===== src/cmp_wake_pkg.sv =====
`default_nettype none
package cmp_wake_pkg;
  // power modes of the core
  typedef enum logic [1:0] {
    MODE_NORMAL,
    MODE_GREEN,
    MODE_IDLE,
    MODE_SLEEP
  } power_mode_t;

  // register offsets on the plain port
  localparam logic [3:0] OFF_WUCR = 4'h0; // wake ctl + flag
  localparam logic [3:0] OFF_IEN = 4'h1; // irq enables + watchdog enable
  localparam logic [3:0] OFF_GIE = 4'h2; // global irq enable state
  localparam logic [3:0] OFF_STAT = 4'h3; // sticky event status
  localparam logic [3:0] OFF_MASK = 4'h4; // status mask
  localparam logic [3:0] OFF_PWR = 4'h5; // power state, read only

  // field positions
  localparam int BIT_CMP_FLAG = 0;
  localparam int BIT_CMP_WAKE_EN = 2;
  localparam int BIT_CMP_IRQ_EN = 0;
  localparam int BIT_WDOG_EN = 7;

  // sticky status bits
  localparam int EV_CMP_FLAG = 0;
  localparam int EV_WAKE = 1;
  localparam int EV_VECTOR = 2;
  localparam int EV_RESET = 3;
  localparam int EV_W = 4;

  // addresses the sequencer is sent to
  localparam logic [7:0] IRQ_VECTOR_ADDR = 8'h08;
  localparam logic [7:0] RESET_ADDR = 8'h00;

  // reset values
  localparam logic [7:0] WUCR_RST = 8'h00;
  localparam logic [7:0] IEN_RST = 8'h00;
  localparam logic [EV_W-1:0] STAT_RST = 4'h0;
  localparam logic [EV_W-1:0] MASK_RST = 4'h0;
endpackage : cmp_wake_pkg
`default_nettype wire


===== src/cmp_event_pulse.sv =====
`default_nettype none
// turns a level into a one-cycle change pulse, first sample is not a change
module cmp_event_pulse (
  input wire logic mclk,
  input wire logic rst,
  input wire logic level,
  output logic change
);
  typedef struct packed {
    logic seen;
    logic prev;
    logic chg;
  } edge_state_t;

  edge_state_t s_r, s_nxt;

  // compare against last sample; suppress the very first one after reset
  always_comb begin
    s_nxt = s_r;
    s_nxt.seen = 1'b1;
    s_nxt.prev = level;
    s_nxt.chg = s_r.seen && (level != s_r.prev);
  end

  always_ff @(posedge mclk or posedge rst) begin
    if (rst) begin
      s_r <= '0;
    end else begin
      s_r <= s_nxt;
    end
  end

  assign change = s_r.chg;
endmodule : cmp_event_pulse
`default_nettype wire


===== src/comparator_wake_interrupt_ctl.sv =====
// Functional notes
// - asleep, both enables off: no wake
// - awake, irq enable off: no interrupt
// - asleep, only irq enable: flag, no wake
// - asleep, only wake enable: wake, next, no flag
// - globally disabled: flag, next instruction
// - disabled wake sets flag, no vector
// - globally enabled: flag, wake, vector 0x08
// - watchdog or low voltage: wake, reset 0x00
//
// The strobed register port and the register addresses are this design's own decisions.
`default_nettype none
module comparator_wake_interrupt_ctl
  import cmp_wake_pkg::*;
(
  input wire logic mclk,
  input wire logic rst,
  input wire logic [3:0] reg_addr,
  input wire logic [7:0] reg_wdata,
  input wire logic reg_wr,
  input wire logic reg_rd,
  output logic [7:0] reg_rdata,
  input wire logic cmp_out,
  input wire logic [1:0] power_mode,
  input wire logic global_irq_disable_instr,
  input wire logic global_irq_enable_instr,
  input wire logic watchdog_timeout,
  input wire logic low_voltage,
  output logic wake_req,
  output logic next_instr,
  output logic vector_req,
  output logic reset_req,
  output logic [7:0] jump_addr,
  output logic osc_run,
  output logic irq
);
  typedef struct packed {
    logic [7:0] wucr;
    logic [7:0] ien;
    logic gie;
    logic [EV_W-1:0] stat;
    logic [EV_W-1:0] mask;
    logic [7:0] rdata;
    logic wake;
    logic next;
    logic vec;
    logic rstq;
    logic [7:0] jaddr;
    logic osc;
    logic irq;
  } ctl_state_t;

  ctl_state_t s_r, s_nxt;
  logic cmp_change;

  cmp_event_pulse u_edge (
    .mclk(mclk),
    .rst(rst),
    .level(cmp_out),
    .change(cmp_change)
  );

  function automatic logic is_asleep(input logic [1:0] m);
    return (m == MODE_SLEEP) || (m == MODE_IDLE);
  endfunction : is_asleep

  logic asleep, wake_en, irq_en, wd_hit, take_flag, take_wake;
  assign asleep = is_asleep(power_mode);
  assign wake_en = s_r.wucr[BIT_CMP_WAKE_EN];
  assign irq_en = s_r.ien[BIT_CMP_IRQ_EN];
  assign wd_hit = (watchdog_timeout && s_r.ien[BIT_WDOG_EN]) || low_voltage;
  // flag is set whenever the irq enable is on, asleep or not, except in a cycle that takes a reset dispatch
  assign take_flag = cmp_change && irq_en;
  // of the two comparator enables, only the wake enable can pull the core out of sleep or idle
  assign take_wake = cmp_change && asleep && wake_en;

  // dispatch decision, register access and sticky status
  always_comb begin
    logic [EV_W-1:0] ev;
    ev = '0;
    s_nxt = s_r;
    s_nxt.wake = 1'b0;
    s_nxt.next = 1'b0;
    s_nxt.vec = 1'b0;
    s_nxt.rstq = 1'b0;
    s_nxt.rdata = 8'h00;
    // instructions toggle the global enable; disable wins if both
    if (global_irq_enable_instr) begin
      s_nxt.gie = 1'b1;
    end
    if (global_irq_disable_instr) begin
      s_nxt.gie = 1'b0;
    end
    // software writes
    if (reg_wr) begin
      unique case (reg_addr)
        OFF_WUCR: s_nxt.wucr = reg_wdata;
        OFF_IEN: s_nxt.ien = reg_wdata;
        OFF_GIE: s_nxt.gie = reg_wdata[0];
        OFF_STAT: s_nxt.stat = s_r.stat & ~reg_wdata[EV_W-1:0];
        OFF_MASK: s_nxt.mask = reg_wdata[EV_W-1:0];
        default: ;
      endcase
    end
    if (wd_hit) begin
      // reset outranks any comparator dispatch
      s_nxt.wake = asleep;
      s_nxt.rstq = 1'b1;
      s_nxt.jaddr = RESET_ADDR;
      s_nxt.osc = 1'b1;
      ev[EV_RESET] = 1'b1;
      ev[EV_WAKE] = asleep;
    end else if (take_flag || take_wake) begin
      // asleep with irq enable but no wake enable: flag only
      if (asleep && !wake_en) begin
        ev[EV_CMP_FLAG] = 1'b1;
      end else begin
        s_nxt.wake = asleep;
        s_nxt.osc = 1'b1;
        ev[EV_WAKE] = asleep;
        ev[EV_CMP_FLAG] = take_flag;
        if (take_flag && s_r.gie) begin
          s_nxt.vec = 1'b1;
          s_nxt.jaddr = IRQ_VECTOR_ADDR;
          ev[EV_VECTOR] = 1'b1;
        end else begin
          s_nxt.next = 1'b1;
        end
      end
    end
    if (ev[EV_CMP_FLAG]) begin
      s_nxt.wucr[BIT_CMP_FLAG] = 1'b1;
    end
    // oscillator stops while asleep unless woken
    if (asleep && !s_nxt.wake) begin
      s_nxt.osc = 1'b0;
    end else if (!asleep) begin
      s_nxt.osc = 1'b1;
    end
    // set wins over a write-one clear in the same cycle
    s_nxt.stat = s_nxt.stat | ev;
    s_nxt.irq = |(s_nxt.stat & s_nxt.mask);
    if (reg_rd) begin
      unique case (reg_addr)
        OFF_WUCR: s_nxt.rdata = s_r.wucr;
        OFF_IEN: s_nxt.rdata = s_r.ien;
        OFF_GIE: s_nxt.rdata = {7'h00, s_r.gie};
        OFF_STAT: s_nxt.rdata = {4'h0, s_r.stat};
        OFF_MASK: s_nxt.rdata = {4'h0, s_r.mask};
        OFF_PWR: s_nxt.rdata = {5'h00, s_r.osc, power_mode};
        default: s_nxt.rdata = 8'h00;
      endcase
    end
  end

  always_ff @(posedge mclk or posedge rst) begin
    if (rst) begin
      s_r <= '{wucr: WUCR_RST, ien: IEN_RST, gie: 1'b0, stat: STAT_RST,
               mask: MASK_RST, rdata: 8'h00, wake: 1'b0, next: 1'b0,
               vec: 1'b0, rstq: 1'b0, jaddr: RESET_ADDR, osc: 1'b1,
               irq: 1'b0};
    end else begin
      s_r <= s_nxt;
    end
  end

  assign reg_rdata = s_r.rdata;
  assign wake_req = s_r.wake;
  assign next_instr = s_r.next;
  assign vector_req = s_r.vec;
  assign reset_req = s_r.rstq;
  assign jump_addr = s_r.jaddr;
  assign osc_run = s_r.osc;
  assign irq = s_r.irq;

  // checks
  chk_no_wake_off: assert property (@(posedge mclk) disable iff (rst)
    cmp_change && asleep && !wake_en && !wd_hit |=> !wake_req)
    else $error("comparator woke core with wake enable off");
  chk_no_irq_off: assert property (@(posedge mclk) disable iff (rst)
    cmp_change && !asleep && !irq_en && !wd_hit |=> !vector_req)
    else $error("vector taken with irq enable off");
  chk_flag_no_wake: assert property (@(posedge mclk) disable iff (rst)
    cmp_change && asleep && !wake_en && irq_en && !wd_hit
    |=> s_r.wucr[BIT_CMP_FLAG] && !wake_req)
    else $error("flag only case wrong");
  chk_wake_no_flag: assert property (@(posedge mclk) disable iff (rst)
    cmp_change && asleep && wake_en && !irq_en && !wd_hit
    |=> wake_req && next_instr && !vector_req)
    else $error("wake next instruction case wrong");
  chk_disabled_next: assert property (@(posedge mclk) disable iff (rst)
    cmp_change && irq_en && !s_r.gie && !wd_hit && (!asleep || wake_en)
    |=> next_instr && s_r.wucr[BIT_CMP_FLAG])
    else $error("disabled case did not continue");
  chk_disabled_novec: assert property (@(posedge mclk) disable iff (rst)
    next_instr |-> !vector_req && $past(!s_r.gie || !irq_en))
    else $error("vector during disabled case");
  chk_vector_addr: assert property (@(posedge mclk) disable iff (rst)
    cmp_change && irq_en && s_r.gie && !wd_hit && (!asleep || wake_en)
    |=> vector_req && jump_addr == 8'h08 && wake_req == $past(asleep))
    else $error("vector dispatch wrong");
  chk_reset_addr: assert property (@(posedge mclk) disable iff (rst)
    wd_hit |=> reset_req && jump_addr == 8'h00 && wake_req == $past(asleep))
    else $error("reset dispatch wrong");
  cov_vector: cover property (@(posedge mclk) disable iff (rst) vector_req);
  cov_wake: cover property (@(posedge mclk) disable iff (rst)
    wake_req && next_instr);
  cov_reset: cover property (@(posedge mclk) disable iff (rst) reset_req);
  cov_irq: cover property (@(posedge mclk) disable iff (rst) irq);
endmodule : comparator_wake_interrupt_ctl
`default_nettype wire


===== config.mk =====
export PLATFORM = sky130hd
export DESIGN_NAME = comparator_wake_interrupt_ctl
export DESIGN_NICKNAME = d
export VERILOG_FILES = /design/src/cmp_wake_pkg.sv /design/src/cmp_event_pulse.sv /design/src/comparator_wake_interrupt_ctl.sv
export SDC_FILE = /design/constraint.sdc
export NUM_CORES = 1
export LEC_CHECK = 0
export ABC_AREA = 1
export BUFFER_PORTS_ARGS = -buffer_cell sky130_fd_sc_hd__buf_2
export CORE_AREA = 2 2 81 98
export CTS_CLUSTER_SIZE = 10
export DETAILED_ROUTE_END_ITERATION = 8
export DIE_AREA = 0 0 83 100
export GPL_ROUTABILITY_DRIVEN = 0
export PLACE_DENSITY = 0.54
export REMOVE_ABC_BUFFERS = 1
export SYNTH_ARGS = -nofsm -noshare
export SYNTH_HDL_FRONTEND = slang
export SYNTH_SLANG_ARGS = --single-unit

===== constraint.sdc =====
create_clock -name mclk -period 1.3 [get_ports mclk]
set_input_delay 0.195 -clock mclk [delete_from_list [all_inputs] [get_ports mclk]]
set_output_delay 0.195 -clock mclk [all_outputs]
set_load 0.02 [all_outputs]

==> results of run 1 <==
## area by class of cell
class                           instances  area, um2
Inverter                               25       93.8
Tap cell                               92        115
Clock buffer                            6       82.6
Fill cell                             810       5030
Timing Repair Buffer                   51        305
Multi-Input combinational cell        154        749
Sequential cell                        43       1080
Clock inverter                          2       35.0
## per-layer routing
| layer | routed length, um | part of all wire, % | GRT usage [%] | up-vias |
|---|---|---|---|---|
| met1 | 2000 | 44 | 14.3 | 786 |
| met3 | 202 | 4.5 | 2.22 | 5 |
| met4 | 77 | 1.7 | 4.54 | 0 |
| met2 | 2240 | 50 | 20.0 | 43 |
| met5 | 0 | 0 | 0 | - |
| li1 | - | - | - | 820 |
## cells in the final DEF, fill, tap and decap left out, drive strengths merged, types with 5 or more instances in the layout
cell and instances:
nand3 31, nand4 6, o21ai 16, a21oi 5, buf 50, nor2 14, clkbuf 6, nand2 67
dfrtp 42, inv 24, conb 8
## flip-flops by register name, summed over array words and instances, names as in the netlist
register	cells
jump_addr	1
reset_req	1
u_edge.change	1
irq_en	1
irq	1
reg_rdata	8
next_instr	1
vector_req	1
wake_req	1
u_edge.s_r	2
osc_run	1
s_r	24
## power by group
group          internal [W]  switching, W
logic              0.000224      0.000347
registers           0.00153      0.000112
clock network      0.000622      0.000454
## worst register-to-register path: stages, from the launching register on
cell	delay [ns]
dfrtp_1	0.44
a21oi_2	0.22
buf_4	0.16
nand2_1	0.06
nand2_1	0.05
nand2_1	0.04
inv_1	0.04
nand2_1	0.04
## final timing paths
check / start / endpoint / slack [ns] / depth (start not counted)
min in group asynchronous: rst / reg_rdata[4] / 0.41 / 3
max in group asynchronous: rst / osc_run / 0.37 / 4
worst min-delay path: cmp_out / u_edge.s_r[1] / 0.03 / 1
worst min register to register: u_edge.s_r[2] / u_edge.change / 0.48 / 2
worst max register to register: s_r[38] / irq / 0.14 / 7
worst max-delay path: osc_run / osc_run / 0.1 / 1
## repair_timing
action                     in CTS  in global routing
buffers inserted                0                  0
hold endpoints to repair       11                  0
hold buffers                    1                  0
setup endpoints to repair       0                  0
## cell families after synthesis
logic type | Yosys count | share of synthesized area [%]
other cells | 2 | 0.362
flops | 43 | 51.9
compound gates | 25 | 8.01
buf+inv | 49 | 13.1
simple gates | 121 | 26.6
## stage by stage
step / util (%) / setup WS (ns) / setup TNS [ns]
after floorplan: - / -0.333 / -6.15
after global placement: 31.1 / 0.00457 / 0
after detailed placement: 31.1 / -0.0166 / -0.0166
after CTS: 32.8 / 0.0881 / 0
after global routing: 32.8 / 0.00407 / 0
final: 32.8 / 0.0998 / 0
==> metrics.md, run 1 <==
| Metric | Value |
|---|---|
| Count of different cell masters after synthesis | `28` |
| Detailed-routing iteration count for the pre-antenna-repair pass | `4` |
| Residual overflow from global routing | `0` |
| Count of routing violations after the opening detailed-route iteration | `93` |
| Post-cts gate resize count | `0` |
| Yosys warns | `0` |
| Post-DR wirelength/cell | `12.1 um` |
| Placed cell count | `364` |
| Boundary pin count | `45` |
| Post-synthesis cell area | `about 0.0021 mm2` |
| Pwr Total | `0.00329 W` |
| Maximum frequency from static timing analysis | `833 MHz` |
| Period utilization | `92.3%` |
| Required @ worst endpoint | `between 1 and 1.5 ns` |
| Antenna violations before repair | `0` |
| Largest net degree at the start of global routing | `22` |
| CP bufs+invs | `1` |
| Vertical die dimension | `approximately 100 um` |
| Post-detailed-route count of antenna-violating nets | `0` |
| Wire length after detailed routing | `4520 um` |
| Row cnt | `35` |
| Area fraction of the dominant cell type after synthesis | `50.6%` |
| Worst hold slack after final layout | `0.0306 ns` |
| Area of the core region | `0.00749 mm2` |
| Largest area contributor in the netlist | `dfrtp_1` |
| Antenna Diode Count | `0` |
| Wire length of the first global-routing pass | `around 7600 um` |
| Clk buf depth | `2` |
| All-layer global routing usage | `between 10 and 15%` |
| Placed inst area | `0.00233 mm2` |
| Area overhead of the layout relative to synthesis | `18.4%` |
| Final Instance Count excl. Fillers | `roughly 370` |
| Critical path data arrival time | `1.01 ns` |
| # Max-Cap Violations | `0` |
| Max Transition Viols Final | `0` |
| Vias after detailed routing | `1654` |
| CTS tree | `done` |
| Clock root buffer | `clkbuf_8` |
| Actual slew at the worst max-slew pin | `0.511 ns` |
| Clock transition time at the flip-flop clock pins of the worst setup and hold paths | `0.08 ns` |
| Primary FF master, synth | `dfrtp_1` |
| Critical path cell sequence | `buf_2` |
| Clock latency on the worst-skew pair | `between 0.2 and 0.3 ns` |
| Setup repair after global routing missed its margin | `no` |
| Clock tree skew after final layout | `0.00799 ns` |
| Count leader, synth | `nand2_1` |
| Sequential-to-total area share from yosys stat | `51.9%` |
| Final setup fails | `0` |
| Cell family with most CP delay | `flip-flops` |
| Critical path launch point type | `register` |
| Slowest library cell on the worst path | `dfstp_2` |
| Chip width | `83 um` |
| Slew Limit Headroom | `65.7%` |
| Classification of the worst setup path | `reg2out` |
| Biggest area contributors in the synthesized netlist | `dfrtp_1 51%, nand2_1 12%, nand3_1 7.2%` |
| Cell count after synthesis | `240` |
| Vias in the first global route | `approximately 1.7k` |
| Total leakage power | `1.31 nW` |
| Ratio of routed vias to standard cells | `approximately 4.4` |
| Final Hold Vio Count | `0` |
| Result of the run | `finished, final reports clean` |
| Power density over the cells | `1340 mW/mm2` |
| Syn Area/Cell | `8.65 um2` |
| Synth async-reset ratio | `100%` |
| Cts bufs inserted | `5` |
| Clock Sink Count | `43` |
| Number of remaining DRC errors | `0` |
| Nets | `303` |
| CTS H-Tree Depth | `2` |
| Number of input and output port buffers inserted | `37` |
| Slowest stage delay, CP | `between 0.5 and 0.6 ns` |
| Number of register bits inferred by synthesis | `43` |
| Share of layout cells above drive strength 1 | `28.1%` |
| Commonest cells post-synth | `64 x nand2_1, 42 x dfrtp_1, 30 x nand3_1` |
| Peak VDD IR | `459 uV` |
| Worst hold-check path type | `in2reg` |
| Initial Util | `27.7%` |
| Detailed placement HPWL | `roughly 3500 um` |
| Final instance area | `0.00246 mm2` |
| Biggest fanout along the worst timing path | `2` |
| Minimum period implied by the final worst setup slack | `1.20 ns` |
| Die ar. | `0.00830 mm2` |
| Sort of element at the end of the critical path | `output pin` |
| Count of flip-flops with a built-in enable after synthesis | `0` |
Power figures use the tool's default switching activity.
==> run 2: changes to the inputs <==
--- a/config.mk
+++ b/config.mk
@@ -14,6 +14,7 @@
 export GPL_ROUTABILITY_DRIVEN = 0
 export PLACE_DENSITY = 0.54
 export REMOVE_ABC_BUFFERS = 1
+export SETUP_SLACK_MARGIN = 0.3
 export SYNTH_ARGS = -nofsm -noshare
 export SYNTH_HDL_FRONTEND = slang
 export SYNTH_SLANG_ARGS = --single-unit
==> constraint.sdc (replaced) <==
create_clock -name mclk -period 1.5 [get_ports mclk]
set_input_delay 0.225 -clock mclk [delete_from_list [all_inputs] [get_ports mclk]]
set_output_delay 0.225 -clock mclk [all_outputs]
set_load 0.02 [all_outputs]
==> metrics.md, run 2 (synthesis gave the netlist of run 1 again) <==
| Metric | Value |
|---|---|
| Result of the run | `finished, final reports clean (unchanged)` |
| Final setup fails | `0 (unchanged)` |
| Final Hold Vio Count | `0 (unchanged)` |
| Power density over the cells | `1130 mW/mm2 (was 1340 mW/mm2)` |
| Boundary pin count | `45 (unchanged)` |
| Peak VDD IR | `395 uV (was 459 uV)` |
| Required @ worst endpoint | `1.27 ns (was 1.11 ns)` |
| Most common cell after layout, fill and taps aside | `nand2_1 (unchanged)` |
| Ratio of routed vias to standard cells | `4.45 (was 4.43)` |
| Wire length after detailed routing | `4470 um (was 4520 um)` |
| Biggest fanout along the worst timing path | `2 (unchanged)` |
| Cts bufs inserted | `5 (unchanged)` |
| Met1 wire length | `1920 um (was 2000 um)` |
| Detailed placement HPWL | `3220 um (was 3450 um)` |
| Period utilization | `77.9%` |
| Wire length on met2 | `2280 um (was 2240 um)` |
| Area overhead of the layout relative to synthesis | `20.1% (was 18.4%)` |
| Residual overflow from global routing | `0 (unchanged)` |
| CTS tree | `done (unchanged)` |
| Wire length of the first global-routing pass | `7400 um (was 7630 um)` |
| All-layer global routing usage | `11.2% (was 11.6%)` |
| Area of the core region | `0.00749 mm2 (unchanged)` |
| Minimum period implied by the final worst setup slack | `between 1 and 1.5 ns` |
| Sort of element at the end of the critical path | `output pin (unchanged)` |
| Clock root buffer | `clkbuf_8 (unchanged)` |
| Antenna Diode Count | `0 (unchanged)` |
| Number of remaining DRC errors | `0 (unchanged)` |
| Vertical die dimension | `100 um (unchanged)` |
| Setup repair after global routing missed its margin | `yes (was no)` |
| Maximum frequency from static timing analysis | `856 MHz` |
| Routed length on met3 | `200 um (was 202 um)` |
| Worst hold-check path type | `in2reg (unchanged)` |
| Clock Sink Count | `43 (unchanged)` |
| Post-Place Setup Slack | `0.111 ns (was -0.0166 ns)` |
| Clock tree skew after final layout | `0.00881 ns (was 0.00799 ns)` |
| Chip width | `83 um (unchanged)` |
| Cell family with most CP delay | `flip-flops (unchanged)` |
| # Max-Cap Violations | `0 (unchanged)` |
| Share of layout cells above drive strength 1 | `30.0% (was 28.1%)` |
| Clk buf depth | `2 (unchanged)` |
| Post-DR wirelength/cell | `12.0 um (was 12.1 um)` |
| Max Transition Viols Final | `0 (unchanged)` |
| Total leakage power | `1.30 nW (was 1.31 nW)` |
| Row cnt | `35 (unchanged)` |
| Vias after detailed routing | `1654 (unchanged)` |
| Die ar. | `0.00830 mm2 (unchanged)` |
| Largest net degree at the start of global routing | `44 (was 22)` |
| Classification of the worst setup path | `reg2out (unchanged)` |
| CP bufs+invs | `1 (unchanged)` |
| Max Used Layer | `met4 (unchanged)` |
| Post-detailed-route count of antenna-violating nets | `0 (unchanged)` |
| Number of input and output port buffers inserted | `37 (unchanged)` |
| Slowest stage delay, CP | `0.54 ns (was 0.55 ns)` |
| Max FFs per register | `24 (unchanged)` |
| Count of routing violations after the opening detailed-route iteration | `94 (was 93)` |
| Critical path cell sequence | `buf_6 (was buf_2)` |
| Clock transition time at the flip-flop clock pins of the worst setup and hold paths | `0.08 ns (about the same)` |
| Detailed-routing iteration count for the pre-antenna-repair pass | `4 (unchanged)` |
| Final TNS setup | `0 ns (unchanged)` |
| Initial Util | `27.7% (unchanged)` |
| CTS H-Tree Depth | `2 (unchanged)` |
| Register bank with the most flops | `s_r (unchanged)` |
| Clock latency on the worst-skew pair | `0.29 ns (about the same)` |
| Vias in the first global route | `1568 (was 1668)` |
| Nets | `303 (unchanged)` |
| Final worst setup slack | `0.331 ns (was 0.0998 ns)` |
| Utilization of the core after routing | `33.3% (was 32.8%)` |
| Antenna violations before repair | `0 (unchanged)` |
| Leading cell types in the layout, fill and taps excluded | `61 x nand2_1, 41 x dfrtp_1, 36 x buf_2 (was 64 x nand2_1, 42 x dfrtp_1, 37 x buf_2)` |
| Critical path data arrival time | `0.94 ns (was 1.01 ns)` |
| Slowest library cell on the worst path | `dfstp_2 (unchanged)` |
| Critical path launch point type | `register (unchanged)` |
[run 2: changes by cell type in the layout (fill, tap and decap cells not counted), sizes merged]
| cell | previous run | this run |
|---|---|---|
| clkinv | 2 | 1 |
[run 2: worst paths after layout]
check                           cells past startpoint  slack [ns]            end     startpoint
worst min-delay path                                1        0.07  u_edge.s_r[1]        cmp_out
worst min register to register                      2        0.48  u_edge.change  u_edge.s_r[2]
min in group asynchronous                           4        0.50   reg_rdata[6]            rst
worst max register to register                      7        0.38            irq        s_r[38]
worst max-delay path                                1        0.33        osc_run        osc_run
max in group asynchronous                           4        0.72        osc_run            rst
[run 2: area by class of cell]
class | instances | area, um2
flip-flops and latches | 43 | 1080
well taps | 92 | 115
inverters | 25 | 93.8
repair buffers | 51 | 328
fillers | 787 | 4990
clock buffers | 6 | 72.6
clock inverters | 1 | 30.0
multi-input cells | 154 | 777
[run 2: metrics by stage]
stage	hold WS [ns]	cells	power [W]	instance area, um2
detailed placement	0.287	358	0.00194	2300
global placement	0.281	358	0.00193	2300
floorplan	0.256	222	0.00174	1920
CTS	0.0570	368	0.00284	2440
global route	0.0640	372	0.00300	2490
finish	0.0685	372	0.00283	2490
[run 2: repair_timing]
| action | in CTS | in global routing |
|---|---|---|
| setup endpoints to repair | 2 | 3 |
| resized for setup | 4 | 7 |
| hold endpoints to repair | 42 | 0 |
| setup buffers | 2 | 4 |
| hold buffers | 1 | 0 |
| pin swaps | 0 | 4 |
[run 2: per-layer routing]
metal,vias to the layer above,track usage (%)
met5,-,0
met2,44,19.0
met1,786,14.0
met3,4,2.38
li1,820,-
met4,0,4.54
[run 2: report_power, final]
group,switching (W),internal [W]
registers,0.0000953,0.00133
logic,0.000316,0.000214
clock network,0.000387,0.000488
total,0.000799,0.00203
==> run 3: changes to the inputs <==
--- a/config.mk
+++ b/config.mk
@@ -12,7 +12,7 @@
 export DETAILED_ROUTE_END_ITERATION = 8
 export DIE_AREA = 0 0 83 100
 export GPL_ROUTABILITY_DRIVEN = 0
-export PLACE_DENSITY = 0.54
+export PLACE_DENSITY = 0.56
 export REMOVE_ABC_BUFFERS = 1
 export SETUP_SLACK_MARGIN = 0.3
 export SYNTH_ARGS = -nofsm -noshare
==> constraint.sdc (replaced) <==
create_clock -name mclk -period 1 [get_ports mclk]
set_input_delay 0.15 -clock mclk [delete_from_list [all_inputs] [get_ports mclk]]
set_output_delay 0.15 -clock mclk [all_outputs]
set_load 0.02 [all_outputs]
==> metrics.md, run 3 (synthesis gave the netlist of run 1 again) <==
| Metric | Value |
|---|---|
| Post-detailed-route count of antenna-violating nets | `0 (unchanged)` |
| Area of the core region | `0.00749 mm2 (unchanged)` |
| Max Transition Viols Final | `0 (unchanged)` |
| Post-DR wirelength/cell | `12.9 um (was 12.0 um)` |
| Period utilization | `117%` |
| CTS tree | `done (unchanged)` |
| Nets | `336 (was 303)` |
| Reg2Reg Launch Point | `s_r[38] (unchanged)` |
| Boundary pin count | `45 (unchanged)` |
| Total of hold buffers inserted after clock tree synthesis | `1 (unchanged)` |
| Clock root buffer | `clkbuf_8 (unchanged)` |
| Post-Place Setup Slack | `-0.237 ns (was 0.111 ns)` |
| Clk buf depth | `2 (unchanged)` |
| Peak VDD IR | `691 uV (was 395 uV)` |
| # Max-Cap Violations | `0 (unchanged)` |
| Residual overflow from global routing | `0 (unchanged)` |
| Clock Sink Count | `43 (unchanged)` |
| Leading cell types in the layout, fill and taps excluded | `41 x dfrtp_1, 37 x buf_6, 35 x nand2_1 (was 61 x nand2_1, 41 x dfrtp_1, 36 x buf_2)` |
| Row cnt | `35 (unchanged)` |
| Power density over the cells | `1390 mW/mm2 (was 1130 mW/mm2)` |
| Wire length after detailed routing | `5230 um (was 4470 um)` |
| Wire length of the first global-routing pass | `8600 um (was 7400 um)` |
| Setup repair after global routing missed its margin | `yes (unchanged)` |
| Clock tree skew after final layout | `0.00913 ns (was 0.00881 ns)` |
| Result of the run | `finished with violations (was finished, final reports clean)` |
| Final setup fails | `7 (was 0)` |
| Clock latency on the worst-skew pair | `0.30 ns (was 0.29 ns)` |
| Violated checks | `negative hold slack, negative setup slack` |
| All-layer global routing usage | `13.0% (was 11.2%)` |
| Clock transition time at the flip-flop clock pins of the worst setup and hold paths | `0.08 ns (about the same)` |
| Initial Util | `27.7% (unchanged)` |
| Depth of the worst register-to-register path | `5 (was 7)` |
| Chip width | `83 um (unchanged)` |
| Cts bufs inserted | `5 (unchanged)` |
| Vias after detailed routing | `1839 (was 1654)` |
| Maximum frequency from static timing analysis | `856 MHz` |
| Vertical die dimension | `100 um (unchanged)` |
| CTS H-Tree Depth | `2 (unchanged)` |
| Most common cell after layout, fill and taps aside | `dfrtp_1 (was nand2_1)` |
| Antenna violations before repair | `0 (unchanged)` |
| Number of fill cells in the layout | `714 (was 787)` |
| Count of routing violations after the opening detailed-route iteration | `128 (was 94)` |
| Worst setup path endpoint | `s_r[39] (was osc_run)` |
| Vias in the first global route | `1778 (was 1568)` |
| Largest net degree at the start of global routing | `44 (unchanged)` |
| Critical path launch point type | `register (unchanged)` |
| Setup slack of the worst register-to-register path | `-0.17 ns (was 0.38 ns)` |
| Biggest fanout along the worst timing path | `4 (was 2)` |
| Number of input and output port buffers inserted | `37 (unchanged)` |
| Final Hold Vio Count | `42 (was 0)` |
| Detailed-routing iteration count for the pre-antenna-repair pass | `4 (unchanged)` |
| Antenna Diode Count | `0 (unchanged)` |
| Register bank with the most flops | `s_r (unchanged)` |
| Required @ worst endpoint | `1.22 ns (was 1.27 ns)` |
| Classification of the worst setup path | `reg2reg (was reg2out)` |
| Die ar. | `0.00830 mm2 (unchanged)` |
| Worst hold-check path type | `in2async (was in2reg)` |
| Sort of element at the end of the critical path | `register (was output pin)` |
| Number of remaining DRC errors | `0 (unchanged)` |
| Detailed placement HPWL | `3480 um (was 3220 um)` |
| Ratio of routed vias to standard cells | `4.53 (was 4.45)` |
| Final worst setup slack | `-0.168 ns (was 0.331 ns)` |
| Worst hold slack after final layout | `-0.143 ns (was 0.0685 ns)` |
| Startpoint of the most critical setup path | `s_r[38] (was osc_run)` |
| Minimum period implied by the final worst setup slack | `1.17 ns` |
| Area overhead of the layout relative to synthesis | `54.4% (was 20.1%)` |
| Critical path data arrival time | `1.38 ns (was 0.94 ns)` |
| Share of layout cells above drive strength 1 | `53.8% (was 30.0%)` |
| Max FFs per register | `24 (unchanged)` |
| Endpoint of the lowest-slack register-to-register path | `s_r[39] (was irq)` |
| Total leakage power | `1.56 nW (was 1.30 nW)` |
==> run 3: cell count changes in the layout (fill, tap and decap cells not counted), sizes merged <==
| cell | delta |
|---|---|
| clkinvlp | +1 |
| buf | +32 |
| bufinv | -1 |
| clkinv | +1 |
| nand2 | +1 |
==> run 3: final cells by class <==
| type | instances | area, um2 | share of cell area, % |
|---|---|---|---|
| Inverter | 25 | 93.8 | 2.93 |
| Multi-Input combinational cell | 155 | 1020 | 31.9 |
| Sequential cell | 43 | 1080 | 33.6 |
| Clock inverter | 2 | 12.5 | 0.390 |
| Clock buffer | 6 | 72.6 | 2.26 |
| Tap cell | 92 | 115 | 3.59 |
| Timing Repair Buffer | 83 | 812 | 25.3 |
==> run 3: worst min-delay path by stage <==
stage,endpoint,slack [ns],cells after the start
final,reg_rdata[5],-0.14,3
after global placement,reg_rdata[3],0.20,3
after global routing,reg_rdata[5],-0.09,3
after floorplan,u_edge.s_r[1],0.18,0
after CTS,reg_rdata[5],-0.12,3
after detailed placement,reg_rdata[5],0.21,3
==> run 3: routing by layer <==
metal  wire length [um]  vias to the layer above  track usage (%)
met4                101                        0             4.92
li1                   -                      893                -
met5                  0                        -                0
met1               2290                      903             16.8
met3                170                       10             2.38
met2               2660                       33             21.8
==> run 3: worst max-delay path, cell delays in order, from the launching register on <==
cell	delay (ns)
dfrtp_1	0.42
a21oi_4	0.22
nand3_2	0.13
buf_6	0.14
buf_6	0.10
o211ai_1	0.08
==> run 3: through the flow <==
stage	setup TNS [ns]	instances	instance area, um2	util [%]	power, W
4_1_cts	-0.393	400	2940	39.3	0.00434
5_1_grt	-1.21	406	3210	42.8	0.00474
3_5_place_dp	-4.06	380	2460	32.9	0.00298
3_3_place_gp	-4.11	380	2460	32.9	0.00297
6_report	-0.636	406	3210	42.8	0.00447
2_1_floorplan	-20.25	222	1920	-	0.00262
==> run 3: repair_timing <==
action / CTS / global route
endpoints found under the setup margin: 51 / 54
pin swaps: 18 / 29
hold endpoints to repair: 43 / 42
gates cloned: 2 / 0
setup buffers: 9 / 6
resized for setup: 81 / 54
==> run 3: power breakdown <==
group	internal, W	total (W)	switching [W]
sequential	0.00199	0.00220	0.000203
clock	0.000488	0.00109	0.000601
combinational	0.000598	0.00118	0.000586
total	0.00308	0.00447	0.00139
